**src/shared/single_action_submodule_defines.svh**
```systemverilog
// Register offsets, field positions and reset values of the channel pair.
`ifndef SINGLE_ACTION_SUBMODULE_DEFINES_SVH
`define SINGLE_ACTION_SUBMODULE_DEFINES_SVH

// ============================================================
// Register indices; the byte address is four times the index.
`define SINGLE_ACTION_SUBMODULE_IDX_CTRL_A 2'h0
`define SINGLE_ACTION_SUBMODULE_IDX_DATA_A 2'h1
`define SINGLE_ACTION_SUBMODULE_IDX_CTRL_B 2'h2
`define SINGLE_ACTION_SUBMODULE_IDX_DATA_B 2'h3
`define SINGLE_ACTION_SUBMODULE_ADDR_BITS 8

// ============================================================
// Field positions of the status/interrupt/control word.
`define SINGLE_ACTION_SUBMODULE_BIT_FLAG 15
`define SINGLE_ACTION_SUBMODULE_BIT_LVL_HI 14
`define SINGLE_ACTION_SUBMODULE_BIT_LVL_LO 12
`define SINGLE_ACTION_SUBMODULE_BIT_ARB 11
`define SINGLE_ACTION_SUBMODULE_BIT_ENABLE 10
`define SINGLE_ACTION_SUBMODULE_BIT_BSL 8
`define SINGLE_ACTION_SUBMODULE_BIT_IN 7
`define SINGLE_ACTION_SUBMODULE_BIT_FORCE 5
`define SINGLE_ACTION_SUBMODULE_BIT_EDOUT 4
`define SINGLE_ACTION_SUBMODULE_BIT_MODE_HI 1
`define SINGLE_ACTION_SUBMODULE_BIT_MODE_LO 0

// ============================================================
// Reset values.
`define SINGLE_ACTION_SUBMODULE_RST_LEVEL 3'h0
`define SINGLE_ACTION_SUBMODULE_RST_DATA 16'h0000
`define SINGLE_ACTION_SUBMODULE_RST_PRDATA 32'h0000_0000

`endif

```
**src/shared/single_action_submodule_pkg.sv**
```systemverilog
// Types shared by the channel pair and its channel cells.
package single_action_submodule_pkg;

    // ========================================================
    // Channel operating modes.
    typedef enum logic [1:0] {
        input_capture_mode = 2'b00,
        output_port_mode = 2'b01,
        output_compare_mode = 2'b10,
        output_compare_toggle_mode = 2'b11
    } mode_t;

    // ========================================================
    // State of one channel cell.
    typedef struct packed {
        logic flag;
        logic armed;
        logic pin_out;
        logic [15:0] data;
    } chan_state_t;

    // ========================================================
    // State of the register block and interrupt output.
    typedef struct packed {
        logic [2:0] interrupt_level;
        logic arb;
        logic [1:0] interrupt_enable_bit;
        logic [1:0] bus_select;
        logic [1:0] edge_out;
        mode_t [1:0] mode;
        logic pready;
        logic pslverr;
        logic [31:0] prdata;
        logic irq_req;
        logic [2:0] irq_level;
        logic irq_channel_b;
    } top_state_t;

endpackage

```
**src/shared/chan_if.sv**
```systemverilog
// Signals between the register block and one channel cell.
`timescale 1ns/1ps
interface chan_if;
    single_action_submodule_pkg::mode_t mode;
    logic edge_out;
    logic wr_ctrl;
    logic wr_flag_bit;
    logic wr_force;
    logic wr_data;
    logic [15:0] wdata;
    logic rd_flag_one;
    logic [15:0] timebase;
    logic tick;
    logic capture;
    logic flag;
    logic pin_out;
    logic [15:0] data;

    modport regs (
        output mode, edge_out, wr_ctrl, wr_flag_bit, wr_force, wr_data,
        output wdata, rd_flag_one, timebase, tick, capture,
        input flag, pin_out, data
    );
    modport chan (
        input mode, edge_out, wr_ctrl, wr_flag_bit, wr_force, wr_data,
        input wdata, rd_flag_one, timebase, tick, capture,
        output flag, pin_out, data
    );
endinterface

```
**src/single_action_submodule_channel.sv**
```systemverilog
// One single-action channel: data word, output flop and event flag.
`timescale 1ns/1ps
`include "single_action_submodule_defines.svh"
module single_action_submodule_channel (
    // Clock and reset.
    input wire logic ref_clk,
    input wire logic arst_n,
    // Register block side.
    chan_if.chan bus
);

    single_action_submodule_pkg::chan_state_t s;
    single_action_submodule_pkg::chan_state_t next_s;
    logic cap;
    logic match;
    logic evt;

    // ========================================================
    // Events and actions.
    // An event always clears the arming, so a clear that was armed
    // before the event can never remove the new event's flag.
    always_comb begin
        next_s = s;
        cap = bus.capture && (bus.mode == single_action_submodule_pkg::input_capture_mode);
        match = bus.tick && (bus.timebase == s.data) &&
            (bus.mode != single_action_submodule_pkg::input_capture_mode);
        evt = cap || match;
        if (cap) begin
            next_s.data = bus.timebase;
        end else if (bus.wr_data) begin
            next_s.data = bus.wdata;
        end
        unique case (bus.mode)
            single_action_submodule_pkg::output_compare_mode: begin
                if (match || bus.wr_force) begin
                    next_s.pin_out = bus.edge_out;
                end
            end
            single_action_submodule_pkg::output_compare_toggle_mode: begin
                if (match || bus.wr_force) begin
                    next_s.pin_out = !s.pin_out;
                end
            end
            single_action_submodule_pkg::output_port_mode: begin
                next_s.pin_out = bus.edge_out;
            end
            single_action_submodule_pkg::input_capture_mode: begin
                next_s.pin_out = s.pin_out;
            end
        endcase
        if (bus.rd_flag_one) begin
            next_s.armed = 1'b1;
        end
        if (bus.wr_ctrl) begin
            next_s.armed = 1'b0;
        end
        if (bus.wr_ctrl && !bus.wr_flag_bit && s.armed && !evt) begin
            next_s.flag = 1'b0;
        end
        if (evt) begin
            next_s.flag = 1'b1;
            next_s.armed = 1'b0;
        end
    end

    // ========================================================
    // State register; system reset clears the flag.
    always_ff @(posedge ref_clk or negedge arst_n) begin
        if (!arst_n) begin
            s <= '{flag: 1'b0, armed: 1'b0, pin_out: 1'b0,
                data: `SINGLE_ACTION_SUBMODULE_RST_DATA};
        end else begin
            s <= next_s;
        end
    end

    assign bus.flag = s.flag;
    assign bus.pin_out = s.pin_out;
    assign bus.data = s.data;

endmodule

```
**src/single_action_submodule_pair.sv**
```systemverilog
// Two-channel single-action submodule with APB registers and interrupt.
//
// Summary of operation
// - Hardware sets the flag on any capture or compare event; reset clears.
// - Interrupt requested when flag, enable bit and non-zero level coincide.
// - Capture while flag set still latches the new time, flag stays.
// - Compare while flag set still acts normally, flag stays.
// - Toggle match while flag set still toggles the output, flag stays.
// - Output port internal match while flag set works, flag stays.
// - Besides reset, flag clears only by reading it as one, then writing zero.
// - An event between that read and write cancels the clear.
// - Three level bits are plain read/write at any time.
// - Channel A wins over B; both share one level and arbitration bit.
//
// Register map; each 16-bit register sits in the low half of one
// aligned 32-bit word.
//   0x00 control word of channel A, also holding the shared level
//        and arbitration bits.
//   0x04 data word of channel A.
//   0x08 control word of channel B.
//   0x0C data word of channel B.
// Any other address is answered with an error and reads as zero, and a
// write to it is dropped.
//
// Control word fields.
//   15     event flag, set by hardware, cleared by read then zero write.
//   14:12  interrupt level, shared, in the channel A word only.
//   11     arbitration bit, shared, storage only.
//   10     interrupt enable of this channel.
//   8      bus select, storage only.
//   7      input level, read only.
//   5      force strobe, always reads as zero.
//   4      edge or output bit.
//   1:0    mode: 00 capture, 01 output port, 10 compare, 11 toggle.
//
// Every access takes exactly one wait state. The interrupt outputs are
// registered, so they follow a flag or enable change one cycle later.
// A user must not rely on the arbitration bit: it is only stored.
//
// The register offsets and the APB slave port were decided locally.
`timescale 1ns/1ps
`include "single_action_submodule_defines.svh"
module single_action_submodule_pair (
    // Clock and reset.
    input wire logic ref_clk,
    input wire logic arst_n,
    // APB slave.
    input wire logic psel,
    input wire logic penable,
    input wire logic pwrite,
    input wire logic [`SINGLE_ACTION_SUBMODULE_ADDR_BITS-1:0] paddr,
    input wire logic [31:0] pwdata,
    output logic [31:0] prdata,
    output logic pready,
    output logic pslverr,
    // Time base and channel events.
    input wire logic [15:0] timebase,
    input wire logic time_tick,
    input wire logic [1:0] capture_strobe,
    input wire logic [1:0] pin_in,
    // Channel outputs.
    output logic [1:0] pin_out,
    // Interrupt request.
    output logic irq_req,
    output logic [2:0] irq_level,
    output logic irq_channel_b
);

    single_action_submodule_pkg::top_state_t s;
    single_action_submodule_pkg::top_state_t next_s;
    chan_if ch [2] ();
    logic [1:0] flag;
    logic [1:0] pin_q;
    logic [15:0] data [2];
    logic [1:0] req;
    logic access;
    logic done;
    logic mapped;
    logic [1:0] idx;
    logic [15:0] rword;

    // ========================================================
    // Bus decode. The answer comes one cycle into the access phase,
    // so the read word is prepared before the completing edge.
    assign access = psel && penable;
    assign done = access && s.pready;
    assign idx = paddr[3:2];
    // Byte lanes are not decoded: only aligned word addresses map.
    assign mapped = (paddr[1:0] == 2'b00) &&
        (paddr[`SINGLE_ACTION_SUBMODULE_ADDR_BITS-1:4] == '0);

    // ========================================================
    // Channel cells, one per generate pass.
    generate
        for (genvar c = 0; c < 2; c++) begin : g_chan
            assign ch[c].mode = s.mode[c];
            assign ch[c].edge_out = s.edge_out[c];
            // Writes reach a cell only on the completing edge, so the
            // wait state can never apply one write twice.
            assign ch[c].wr_ctrl = done && mapped && pwrite &&
                (idx == 2'(2 * c));
            assign ch[c].wr_flag_bit = pwdata[`SINGLE_ACTION_SUBMODULE_BIT_FLAG];
            assign ch[c].wr_force = ch[c].wr_ctrl &&
                pwdata[`SINGLE_ACTION_SUBMODULE_BIT_FORCE];
            assign ch[c].wr_data = done && mapped && pwrite &&
                (idx == 2'(2 * c + 1));
            assign ch[c].wdata = pwdata[15:0];
            // Arming uses the word really returned, so a flag set during
            // the wait state cannot arm a clear that software never saw.
            // qualifying read seen
            assign ch[c].rd_flag_one = done && mapped && !pwrite &&
                (idx == 2'(2 * c)) && s.prdata[`SINGLE_ACTION_SUBMODULE_BIT_FLAG];
            assign ch[c].timebase = timebase;
            assign ch[c].tick = time_tick;
            assign ch[c].capture = capture_strobe[c];
            assign flag[c] = ch[c].flag;
            assign pin_q[c] = ch[c].pin_out;
            assign data[c] = ch[c].data;
            assign req[c] = ch[c].flag && s.interrupt_enable_bit[c] &&
                (s.interrupt_level != 3'h0);
            single_action_submodule_channel u_chan (
                .ref_clk(ref_clk),
                .arst_n(arst_n),
                .bus(ch[c])
            );
        end
    endgenerate

    // ========================================================
    // Read word of the addressed register. The input level shows
    // the pin in capture mode and the output flop otherwise.
    always_comb begin
        rword = 16'h0000;
        if (idx[0]) begin
            rword = data[idx[1]];
        end else begin
            rword[`SINGLE_ACTION_SUBMODULE_BIT_FLAG] = flag[idx[1]];
            rword[`SINGLE_ACTION_SUBMODULE_BIT_ENABLE] = s.interrupt_enable_bit[idx[1]];
            rword[`SINGLE_ACTION_SUBMODULE_BIT_BSL] = s.bus_select[idx[1]];
            rword[`SINGLE_ACTION_SUBMODULE_BIT_IN] =
                (s.mode[idx[1]] == single_action_submodule_pkg::input_capture_mode) ?
                pin_in[idx[1]] : pin_q[idx[1]];
            rword[`SINGLE_ACTION_SUBMODULE_BIT_EDOUT] = s.edge_out[idx[1]];
            rword[`SINGLE_ACTION_SUBMODULE_BIT_MODE_HI:`SINGLE_ACTION_SUBMODULE_BIT_MODE_LO] = s.mode[idx[1]];
            // Level and arbitration bits read as zero in the B word.
            // shared level fields
            if (!idx[1]) begin
                rword[`SINGLE_ACTION_SUBMODULE_BIT_LVL_HI:`SINGLE_ACTION_SUBMODULE_BIT_LVL_LO] =
                    s.interrupt_level;
                rword[`SINGLE_ACTION_SUBMODULE_BIT_ARB] = s.arb;
            end
        end
    end

    // ========================================================
    // Next state: bus handshake, control writes and interrupt.
    always_comb begin
        next_s = s;
        // An unmapped access is still answered, with an error, so a
        // stray address can never hang the bus.
        next_s.pready = access && !s.pready;
        next_s.pslverr = access && !s.pready && !mapped;
        if (access && !s.pready) begin
            next_s.prdata = (mapped && !pwrite) ?
                {16'h0000, rword} : `SINGLE_ACTION_SUBMODULE_RST_PRDATA;
        end
        // Control fields follow a completed write of a control word.
        if (done && mapped && pwrite && !idx[0]) begin
            next_s.interrupt_enable_bit[idx[1]] =
                pwdata[`SINGLE_ACTION_SUBMODULE_BIT_ENABLE];
            next_s.bus_select[idx[1]] = pwdata[`SINGLE_ACTION_SUBMODULE_BIT_BSL];
            next_s.edge_out[idx[1]] = pwdata[`SINGLE_ACTION_SUBMODULE_BIT_EDOUT];
            next_s.mode[idx[1]] = single_action_submodule_pkg::mode_t'(
                pwdata[`SINGLE_ACTION_SUBMODULE_BIT_MODE_HI:`SINGLE_ACTION_SUBMODULE_BIT_MODE_LO]);
            if (!idx[1]) begin
                next_s.interrupt_level =
                    pwdata[`SINGLE_ACTION_SUBMODULE_BIT_LVL_HI:`SINGLE_ACTION_SUBMODULE_BIT_LVL_LO];
                next_s.arb = pwdata[`SINGLE_ACTION_SUBMODULE_BIT_ARB];
            end
        end
        // The request is registered: it lags the flag by one cycle, but
        // a level field that changes mid-cycle cannot glitch the pin.
        // drive request
        next_s.irq_req = |req;
        next_s.irq_level = (|req) ? s.interrupt_level : 3'h0;
        next_s.irq_channel_b = !req[0] && req[1];
    end

    // ========================================================
    // State register.
    always_ff @(posedge ref_clk or negedge arst_n) begin
        if (!arst_n) begin
            s <= '{
                interrupt_level: `SINGLE_ACTION_SUBMODULE_RST_LEVEL,
                arb: 1'b0,
                interrupt_enable_bit: 2'b00,
                bus_select: 2'b00,
                edge_out: 2'b00,
                mode: '{single_action_submodule_pkg::input_capture_mode,
                    single_action_submodule_pkg::input_capture_mode},
                pready: 1'b0,
                pslverr: 1'b0,
                prdata: `SINGLE_ACTION_SUBMODULE_RST_PRDATA,
                irq_req: 1'b0,
                irq_level: 3'h0,
                irq_channel_b: 1'b0
            };
        end else begin
            s <= next_s;
        end
    end

    // Outputs come straight from flops here or in the channel cells.
    assign prdata = s.prdata;
    assign pready = s.pready;
    assign pslverr = s.pslverr;
    assign pin_out = pin_q;
    assign irq_req = s.irq_req;
    assign irq_level = s.irq_level;
    assign irq_channel_b = s.irq_channel_b;

endmodule
```
**config.mk**
```make
export PLATFORM = sky130hd
export DESIGN_NAME = single_action_submodule_pair
export DESIGN_NICKNAME = d
export VERILOG_FILES = /design/src/shared/single_action_submodule_pkg.sv /design/src/shared/chan_if.sv /design/src/single_action_submodule_channel.sv /design/src/single_action_submodule_pair.sv
export VERILOG_INCLUDE_DIRS = /design/src /design/src/shared
export SDC_FILE = /design/constraint.sdc
export NUM_CORES = 1
export LEC_CHECK = 0
export BUFFER_PORTS_ARGS = -buffer_cell sky130_fd_sc_hd__buf_2
export CORE_UTILIZATION = 50
export CTS_BUF_LIST = sky130_fd_sc_hd__clkbuf_4
export CTS_CLUSTER_DIAMETER = 40
export DETAILED_ROUTE_END_ITERATION = 6
export PLACE_DENSITY = 0.75
export SLEW_MARGIN = 20
export SYNTH_ARGS = -nofsm -noshare
export SYNTH_HDL_FRONTEND = slang
export SYNTH_HIERARCHICAL = 1
export SYNTH_SLANG_ARGS = --single-unit
```
**constraint.sdc**
```tcl
create_clock -name ref_clk -period 2.3 [get_ports ref_clk]
set_input_delay 0.345 -clock ref_clk [delete_from_list [all_inputs] [get_ports ref_clk]]
set_output_delay 0.345 -clock ref_clk [all_outputs]
set_load 0.05 [all_outputs]
```
# Yosys cells after proc, flatten, opt, wreduce, memory -nomap -nowiden
# Cells that the tools add are included.
[word_totals] regBits=91
[classes] reduce_logical=71 n_mux=54 n_bitwise=4 order_cmp=3 eq_ne=15
[op_table] cell="$mux 16" count=8
[op_table] cell="$logic_and 1x1->1" count=38
[op_table] cell="$eq 16x16->1" count=2
[op_table] cell="$mux 1" count=26
[op_table] cell="$mux 2" count=9
[op_table] cell="$eq 2x2->1 const B" count=6
[op_table] cell="$reduce_bool 2->1" count=6
[op_table] cell="$logic_not 1->1" count=10
[op_table] cell="$logic_not 2->1" count=5
[op_table] cell="$reduce_bool 3->1" count=3
[op_table] cell="$ne 2x1->1 const B" count=4
[op_table] cell="$bwmux 2" count=3
[op_table] cell="$eq 2x1->1 const B" count=3
[op_table] cell="$mux 6" count=1
[op_table] cell="$pmux 1 s3" count=2
[op_table] cell="$reduce_and 3->1" count=2
[op_table] cell="$bwmux 4" count=1
[op_table] cell="$logic_not 4->1" count=1
[op_table] cell="$logic_or 1x1->1" count=4
[op_table] cell="$mux 4" count=1
[op_table] cell="$mux 3" count=1
[op_table] cell="$not 1->1" count=3
[op_table] cell="$demux 2 s1" count=1
[op_table] cell="$ge 2x2->1 const B" count=1
[op_table] cell="other kinds (6)" count=6

# Logic depth before layout (Yosys ltp)
# Gate-level depths: netlist (run 1).
[logic_depth] ltp_word=10 depth_mapped=8

# Cells and area by module
# The synthesis (run 1) kept the hierarchy.
[modules_own_cells] module="single_action_submodule_channel" seq_area_each_um2=475.5 cells_each=128 area_each_um2=1209.9 n_inst=2
[modules_own_cells] module="single_action_submodule_pair" seq_area_each_um2=925.9 cells_each=182 area_each_um2=2074.5 n_inst=1

# Worst setup path after synthesis (run 1)
# Ideal clock, no wire load.
[synth_timing] path_type="input port to flip-flop" from="in paddr[1]" to="reg g_chan[0].u_chan.s (netlist bit g_chan[0].u_chan/bus.data[3])" path_buffers=2 stages=7 arrival_ps=2076 path_slack_ps=89 setup_ps=135 path_cell_list="or4_4 -> nor3_1 -> and3b_1 -> buf_2 -> buf_2 -> mux2i_1 -> o21ai_0"
[synth_via] elab_chain_cells=6
[synth_rtl] element="start, declared" line="single_action_submodule_pair.sv:51" rtl="input wire logic [`SINGLE_ACTION_SUBMODULE_ADDR_BITS-1:0] paddr,"
[synth_rtl] element="$logic_not 2->1" line="single_action_submodule_pair.sv:89" rtl="assign mapped = (paddr[1:0] == 2'b00) &&"
[synth_rtl] element="$logic_and 1x1->1" line="single_action_submodule_pair.sv:89"
[synth_rtl] element="$logic_and 1x1->1 (3 in series)" line="single_action_submodule_pair.sv:105" rtl="assign ch[c].wr_data = done && mapped && pwrite &&"
[synth_rtl] element="named net ch[0].wr_data" line="chan_if.sv:9" rtl="logic wr_data;"
[synth_rtl] element="$reduce_bool 2->1 (no line)"
[synth_rtl] element="end signal, assigned" line="single_action_submodule_channel.sv:70" rtl="s <= '{flag: 1'b0, armed: 1'b0, pin_out: 1'b0,"
[synth_rtl] element="end signal, assigned" line="single_action_submodule_channel.sv:73" rtl="s <= next_s;"
[synth_rtl] element="end, declared" line="single_action_submodule_channel.sv:12" rtl="single_action_submodule_pkg::chan_state_t s;"
# The timed path passes the listed nets, and every way through them passes these cells.
# A chain may end at the register's enable or synchronous reset.

# Final worst setup path (run 1)
[layout_timing] from="reg s (netlist bit pready)" to="reg g_chan[1].u_chan.s (netlist bit g_chan[1].u_chan/bus.pin_out)"
[layout_via] elab_chain_cells=8 elab_cells_between_ends=9 cone_classes="eq/ne: 2; reduce/logical: 7"
[layout_rtl] element="start, declared" line="single_action_submodule_pair.sv:69" rtl="single_action_submodule_pkg::top_state_t s;"
[layout_rtl] element="start signal, assigned" line="single_action_submodule_pair.sv:193" rtl="s <= '{"
[layout_rtl] element="start signal, assigned" line="single_action_submodule_pair.sv:209" rtl="s <= next_s;"
[layout_rtl] element="$logic_and 1x1->1 *" line="single_action_submodule_pair.sv:86" rtl="assign done = access && s.pready;"
[layout_rtl] element="$logic_and 1x1->1 * (3 in series)" line="single_action_submodule_pair.sv:100" rtl="assign ch[c].wr_ctrl = done && mapped && pwrite &&"
[layout_rtl] element="$logic_and 1x1->1 *" line="single_action_submodule_pair.sv:103" rtl="assign ch[c].wr_force = ch[c].wr_ctrl &&"
[layout_rtl] element="named net ch[1].wr_force" line="chan_if.sv:8" rtl="logic wr_force;"
[layout_rtl] element="$logic_or 1x1->1 *" line="single_action_submodule_channel.sv:35, single_action_submodule_channel.sv:40"
[layout_rtl] element="$ne 2x1->1 (no line)"
[layout_rtl] element="$reduce_and 3->1 (no line) *"
[layout_rtl] element="end signal, assigned" line="single_action_submodule_channel.sv:70"
[layout_rtl] element="end signal, assigned" line="single_action_submodule_channel.sv:73"
[layout_rtl] element="end, declared" line="single_action_submodule_channel.sv:12"
# Mark *: on every way through the listed nets, which the timed path passes. The rest lies on a longest branch.

==> impl_metrics.env, run 1 <==
export IMPL_status="complete, no violations"
export IMPL_cts_root_buf="clkbuf_4"
export IMPL_hold_viol_final=0
export IMPL_slew_headroom_pct=58.55
export IMPL_fin_crit_ns=1.872
export IMPL_synth_flop_cell="dfrtp_1"
export IMPL_vias=3156
export IMPL_crit_fanout=4
export IMPL_max_freq_ghz=0.5341
export IMPL_insertedDiodeCount=0
export IMPL_cts_buffer_depth=2
export IMPL_gp_congestion=0.8430
export IMPL_path_clk_slew_ns=0.11
export IMPL_cts_max_level=3
export IMPL_drive_gt1_share_pct=29.41
export IMPL_crit_chain="nand4_1 -> nor3_1 -> buf_4 -> and4b_1 -> nand3_1 -> o211ai_1 -> o21ai_0 -> nand2_1 -> mux2i_1"
export IMPL_cap_violations=0
export IMPL_rsz0062_at_grt="false"
export IMPL_core_area_um2=8721
export IMPL_worst_ir_drop_vdd_uv=190.4
export IMPL_setup_ws_ns=0.4276
export IMPL_dp_cells=567
export IMPL_drv_slew=0
export IMPL_yosysSeqAreaShare_pct=41.76
export IMPL_wirelength_um=9925
export IMPL_power_density_nw_per_um2=540.4
export IMPL_syn_to_final_growth_pct=5.262
export IMPL_fin_util_pct=54.25
export IMPL_cp_end_kind="register"
export IMPL_first_iter_violations=185
export IMPL_fin_setup_tns_ns=0
export IMPL_grt_pass1_vias=3122
export IMPL_grt_pass1_wl_um=16100
export IMPL_grt_use_total_pct=22.07
export IMPL_worstMarginPinSlew_ns=0.6161
export IMPL_ys_ff_latch=75
export IMPL_grt_overflow=0
export IMPL_period_share_pct=81.41
export IMPL_cts_sinks=75
export IMPL_avgSynthCellArea_um2=10.26
export IMPL_via_per_inst=5.404
export IMPL_fin_cells=584
export IMPL_ant_nets=0
export IMPL_insertion_delay_ns=0.42
export IMPL_die_y_um=96.81
export IMPL_die_area_um2=9372
export IMPL_antenna_found_initial=0
export IMPL_drc_errors=0
export IMPL_crit_slowest_cell="dfrtp_1"
export IMPL_portBuffers=74
export IMPL_cts_buffers=9
export IMPL_required_ns=2.59
export IMPL_criticalPathCategory="reg -> reg"
export IMPL_io_pins=107
export IMPL_dpl_hpwl_um=7488
export IMPL_fp_dieW_um=96.81
export IMPL_skew_ns=0.01043
export IMPL_synth_cell_types=41
export IMPL_syn_cell_area_um2=4494
export IMPL_synth_edf_count=0
export IMPL_nNetsFinal=537
export IMPL_finalSetupViolations=0
export IMPL_row_count=34
export IMPL_start_util_pct=51.54
export IMPL_cts_tree="yes"
export IMPL_grt_start_max_net_pins=76
export IMPL_cpPeakStageDelay_ns=0.39
export IMPL_min_path_type="in -> reg"
export IMPL_p_leak_nw=2.148
export IMPL_pre_cts_ws_ns=0.09615
export IMPL_cp_arrival_ns=2.16
export IMPL_synthArstFlopShare_pct=100.0
export IMPL_wire_per_inst_um=16.99
export IMPL_yosys_warnings=6
export IMPL_netlist_instances=438
export IMPL_dr_pass1_iters=5
export IMPL_critPathLaunchType="register"
export IMPL_crit_family="simple AND/OR/NAND/NOR gates"
export IMPL_cts_setup_buffers=0
export IMPL_crit_buf_inv=1
export IMPL_p_total_w=0.002557
cell usage after synthesis, drive strengths merged, types with 2 or more instances:
library cell  number  area share [%]
a211o              2            0.45
a21oi              3            0.33
a22o               6             1.2
a22oi              4            0.67
and2               4            0.56
and3               4            0.56
buf               76              12
clkbuf            12             1.0
dfrtp             75              42
inv                2            0.17
mux2              18             4.5
mux2i             40             8.9
mux4               6             3.0
nand2             50             4.2
nand3              5            0.56
nand3b             5            0.84
nand4              7            0.97
nor2              11            0.92
nor3               4            0.45
nor3b              3            0.72
nor4               8             1.7
o2111ai            2            0.39
o211ai             2            0.33
o21ai             46             5.1
xnor2             24             4.7
xor2               8             1.6
power breakdown:
| group | internal, W | switching [W] | total [W] |
|---|---|---|---|
| clock | 0.000232 | 0.000441 | 0.000673 |
| sequential | 0.00137 | 0.0000567 | 0.00143 |
| combinational | 0.000170 | 0.000282 | 0.000452 |
sequential cells by signal, indices dropped and copies added, names as in the netlist, 2 cells and up:
name                       count
prdata                        16
ch.mode                        4
s                              8
g_chan.u_chan/bus.data        32
g_chan.u_chan/bus.pin_out      2
g_chan.u_chan/bus.flag         2
ch.edge_out                    2
irq_level                      3
g_chan.u_chan/s                2
routing by layer:
metal  share of wire [%]  track usage, %
met5                   0               0
met4                 2.3           9.989
met3                 5.1           3.902
met2                  49           35.27
met1                  44           29.38
worst register-to-register path: stages, from the launching register on:
cell and delay [ns]:
dfrtp_1 0.39, nand4_1 0.24, nor3_1 0.21, buf_4 0.16, and4b_1 0.24, nand3_1 0.09
o211ai_1 0.11, o21ai_0 0.11, nand2_1 0.10, mux2i_1 0.08
worst paths after layout:
path                            slack [ns]  cells after the start                                        end                   from
max in group asynchronous             1.49                      3         g_chan[1].u_chan/s[17]$_DFFE_PN0P_                 arst_n
worst min-delay path                  0.20                      3  g_chan[1].u_chan/bus.data[14]$_DFFE_PN0P_           timebase[14]
worst max register to register        0.43                      9   g_chan[1].u_chan/bus.pin_out$_DFFE_PN0P_       pready$_DFF_PN0_
worst max-delay path                  0.43                      9   g_chan[1].u_chan/bus.pin_out$_DFFE_PN0P_       pready$_DFF_PN0_
worst min register to register        0.49                      2                      prdata[9]$_DFFE_PN0N_  prdata[9]$_DFFE_PN0N_
min in group asynchronous             0.46                      3                      prdata[9]$_DFFE_PN0N_                 arst_n
layout make-up:
cell class | count | area (µm²)
timing repair buffer | 95 | 543.0
sequential | 75 | 1877
tap | 108 | 135.1
clock buffer | 11 | 82.58
clock inverter | 5 | 20.02
fill | 775 | 3990
inverter | 2 | 7.507
multi-input combinational | 288 | 2066
stage by stage:
step                instance area (µm²)  hold WS (ns)
floorplan                          4551       0.04941
global placement                   4618        0.4069
finish                             4731        0.1954
CTS                                4731        0.1853
global route                       4731        0.1938
detailed placement                 4618        0.4099
repair_timing:
item,in CTS,in global routing
hold buffers,1,0
resized for setup,0,0
hold endpoints to repair,75,0
placed cells by master (no fill, tap or decap), types with 2 or more instances in the layout:
cell type / netlist / layout
nand3b_1: 5 / 5
nor2_1: 11 / 11
nor4_2: 2 / 2
xor2_1: 8 / 8
a21oi_1: 3 / 3
nand4_1: 7 / 7
o21ai_0: 46 / 46
nor3_1: 4 / 4
buf_2: 6 / 74
o211ai_1: 2 / 2
mux4_2: 6 / 6
and2_1: 4 / 4
o2111ai_1: 2 / 2
inv_1: 2 / 2
nand3_1: 5 / 5
nor4_1: 5 / 5
a22o_1: 6 / 6
a22oi_1: 4 / 4
conb_1: 1 / 16
a211o_2: 2 / 2
and3_1: 4 / 4
clkbuf_4: 0 / 11
mux2i_1: 40 / 40
nor3b_2: 2 / 2
clkinv_1: 0 / 4
mux2_2: 18 / 18
dfrtp_1: 75 / 75
nand2_1: 50 / 50
xnor2_1: 24 / 24
buf_4: 70 / 19
cells by family (layout without fill, tap and decap cells):
kind of cell	count (synthesis)	after routing	synth area share, %
multiplexers	64	64	16.43
flip-flops	75	75	41.76
XOR/XNOR	32	32	6.236
other	1	16	0.08344
AO/OA/AOI/OAI	69	69	9.215
AND/OR/NAND/NOR	107	107	12.75
buffers and inverters	90	113	13.53
No activity file was read; power rests on OpenSTA's default activity.
==> run 2, diff against run 1 <==
Settings changed: PLACE_DENSITY 0.75 to 0.78.
Clock period 2.3 ns to 1.57 ns, I/O delays scaled along.
==> impl_metrics.env, run 2 (same netlist as run 1, synthesis figures left out) <==
export IMPL_drv_slew=0
export IMPL_cts_buffers=9
export IMPL_crit_buf_inv=2
export IMPL_cts_sinks=75
export IMPL_core_area_um2=8721
export IMPL_skew_ns=0.02402
export IMPL_period_share_pct=111.8
export IMPL_crit_slowest_cell="dfrtp_2"
export IMPL_die_area_um2=9372
export IMPL_ant_nets=0
export IMPL_whs_ns=0.04649
export IMPL_fin_crit_ns=1.755
export IMPL_insertedDiodeCount=0
export IMPL_critPathLaunchType="register"
export IMPL_antenna_found_initial=0
export IMPL_first_iter_violations=251
export IMPL_violations="setup timing"
export IMPL_max_freq_ghz=0.5698
export IMPL_setup_ws_ns=-0.1849
export IMPL_insertion_delay_ns=0.46
export IMPL_io_pins=107
export IMPL_fillers=733
export IMPL_cts_max_level=3
export IMPL_fp_dieW_um=96.81
export IMPL_crit_fanout=6
export IMPL_cts_root_buf="clkbuf_4"
export IMPL_drive_gt1_share_pct=35.57
export IMPL_grt_use_total_pct=23.88
export IMPL_crit_family="simple AND/OR/NAND/NOR gates"
export IMPL_dr_pass1_iters=5
export IMPL_nNetsFinal=567
export IMPL_required_ns=1.90
export IMPL_start_util_pct=51.54
export IMPL_p_leak_nw=2.383
export IMPL_cts_tree="yes"
export IMPL_fin_util_pct=59.71
export IMPL_worst_ir_drop_vdd_uv=574.4
export IMPL_grt_start_max_net_pins=76
export IMPL_power_density_nw_per_um2=795.6
export IMPL_wirelength_um=11180
export IMPL_cap_violations=0
export IMPL_via_per_inst=5.609
export IMPL_syn_to_final_growth_pct=15.87
export IMPL_gp_congestion=0.8468
export IMPL_dpl_hpwl_um=8034
export IMPL_min_path_type="in -> reg"
export IMPL_fin_setup_tns_ns=-3.543
export IMPL_cp_end_kind="register"
export IMPL_pre_cts_ws_ns=-0.4551
export IMPL_portBuffers=74
export IMPL_cts_buffer_depth=2
export IMPL_rsz0062_at_grt="true"
export IMPL_placed_cell_area_um2=4930
export IMPL_die_y_um=96.81
export IMPL_grt_pass1_wl_um=17570
export IMPL_path_clk_slew_ns=0.13
export IMPL_largest_reg_flops=32
export IMPL_hold_viol_final=0
export IMPL_grt_pass1_vias=3473
export IMPL_final_cell_mix="dfrtp_1, buf_2, nand2_1"
export IMPL_criticalPathCategory="reg -> reg"
export IMPL_grt_overflow=0
export IMPL_wire_per_inst_um=18.20
export IMPL_drc_errors=0
export IMPL_finalSetupViolations=50
export IMPL_crit_chain="nand4_1 -> buf_6 -> nor3_4 -> and3_4 -> buf_12 -> mux2i_1 -> o21ai_1"
export IMPL_status="complete, but fails checks"
export IMPL_row_count=34
export IMPL_vias=3444
export IMPL_multi_input_area_um2=2165
export IMPL_regArea_um2=1878
export IMPL_cp_arrival_ns=2.08
export IMPL_fin_area_um2=5207
export IMPL_cpPeakStageDelay_ns=0.38
==> run 2: cell types whose count changed in the layout (fill, tap and decap cells not counted), sizes merged <==
cell and delta:
inv +4, clkinvlp +1, bufinv +1, buf +28, clkinv -4
==> run 2: layer usage <==
metal / up-vias / track usage, % / part of all wire (%)
li1: 1577 / - / -
met1: 1673 / 31.26 / 41
met2: 165 / 38.41 / 49
met3: 29 / 5.419 / 7.4
met4: 0 / 9.529 / 3.1
met5: - / 0 / 0
==> run 2: final timing paths <==
kind,start,to,slack [ns],cells past startpoint
max,pready$_DFF_PN0_,g_chan[1].u_chan/bus.data[4]$_DFFE_PN0P_,-0.18,7
min,timebase[2],g_chan[1].u_chan/bus.data[2]$_DFFE_PN0P_,0.05,3
max reg2reg,pready$_DFF_PN0_,g_chan[1].u_chan/bus.data[4]$_DFFE_PN0P_,-0.18,7
min reg2reg,prdata[12]$_DFFE_PN0N_,prdata[12]$_DFFE_PN0N_,0.50,2
max in group asynchronous,arst_n,pready$_DFF_PN0_,0.91,3
min in group asynchronous,arst_n,g_chan[1].u_chan/bus.data[2]$_DFFE_PN0P_,0.33,3
==> run 2: worst register-to-register path, delay by kind of cell, from the launching register on <==
kind | cells | cell delay, ns
AND/OR/NAND/NOR | 3 | 0.56
flip-flops | 1 | 0.38
buffers and inverters | 2 | 0.31
multiplexers | 1 | 0.27
AO/OA/AOI/OAI | 1 | 0.11
==> run 2: what timing repair did <==
item                                    in CTS  in global routing
pin swaps                                    0                  8
resized for setup                            6                  8
setup buffers                                1                  2
hold buffers                                 1                  0
endpoints found under the hold margin       75                  0
cloned                                       0                  2
endpoints found under the setup margin      45                 56
==> run 2: power breakdown <==
| part | leakage (nW) | switching, W | internal (W) |
|---|---|---|---|
| clock | 0.0808 | 0.000780 | 0.000515 |
| combinational | 1.33 | 0.000452 | 0.000300 |
| sequential | 0.977 | 0.0000826 | 0.00201 |
==> run 2: final cells by class <==
cell class,count,share of cell area (%)
multi-input cells,288,41.57
clock inverters,7,1.586
clock buffers,9,1.297
repair buffers,125,16.75
inverters,2,0.1442
well taps,108,2.595
flip-flops and latches,75,36.06
==> run 2: per-stage QoR <==
stage          std cells  power, W
2_1_floorplan        453  0.002677
3_3_place_gp         592  0.002834
3_5_place_dp         592  0.002860
4_1_cts              610  0.004150
5_1_grt              614  0.004320
6_report             614  0.004143
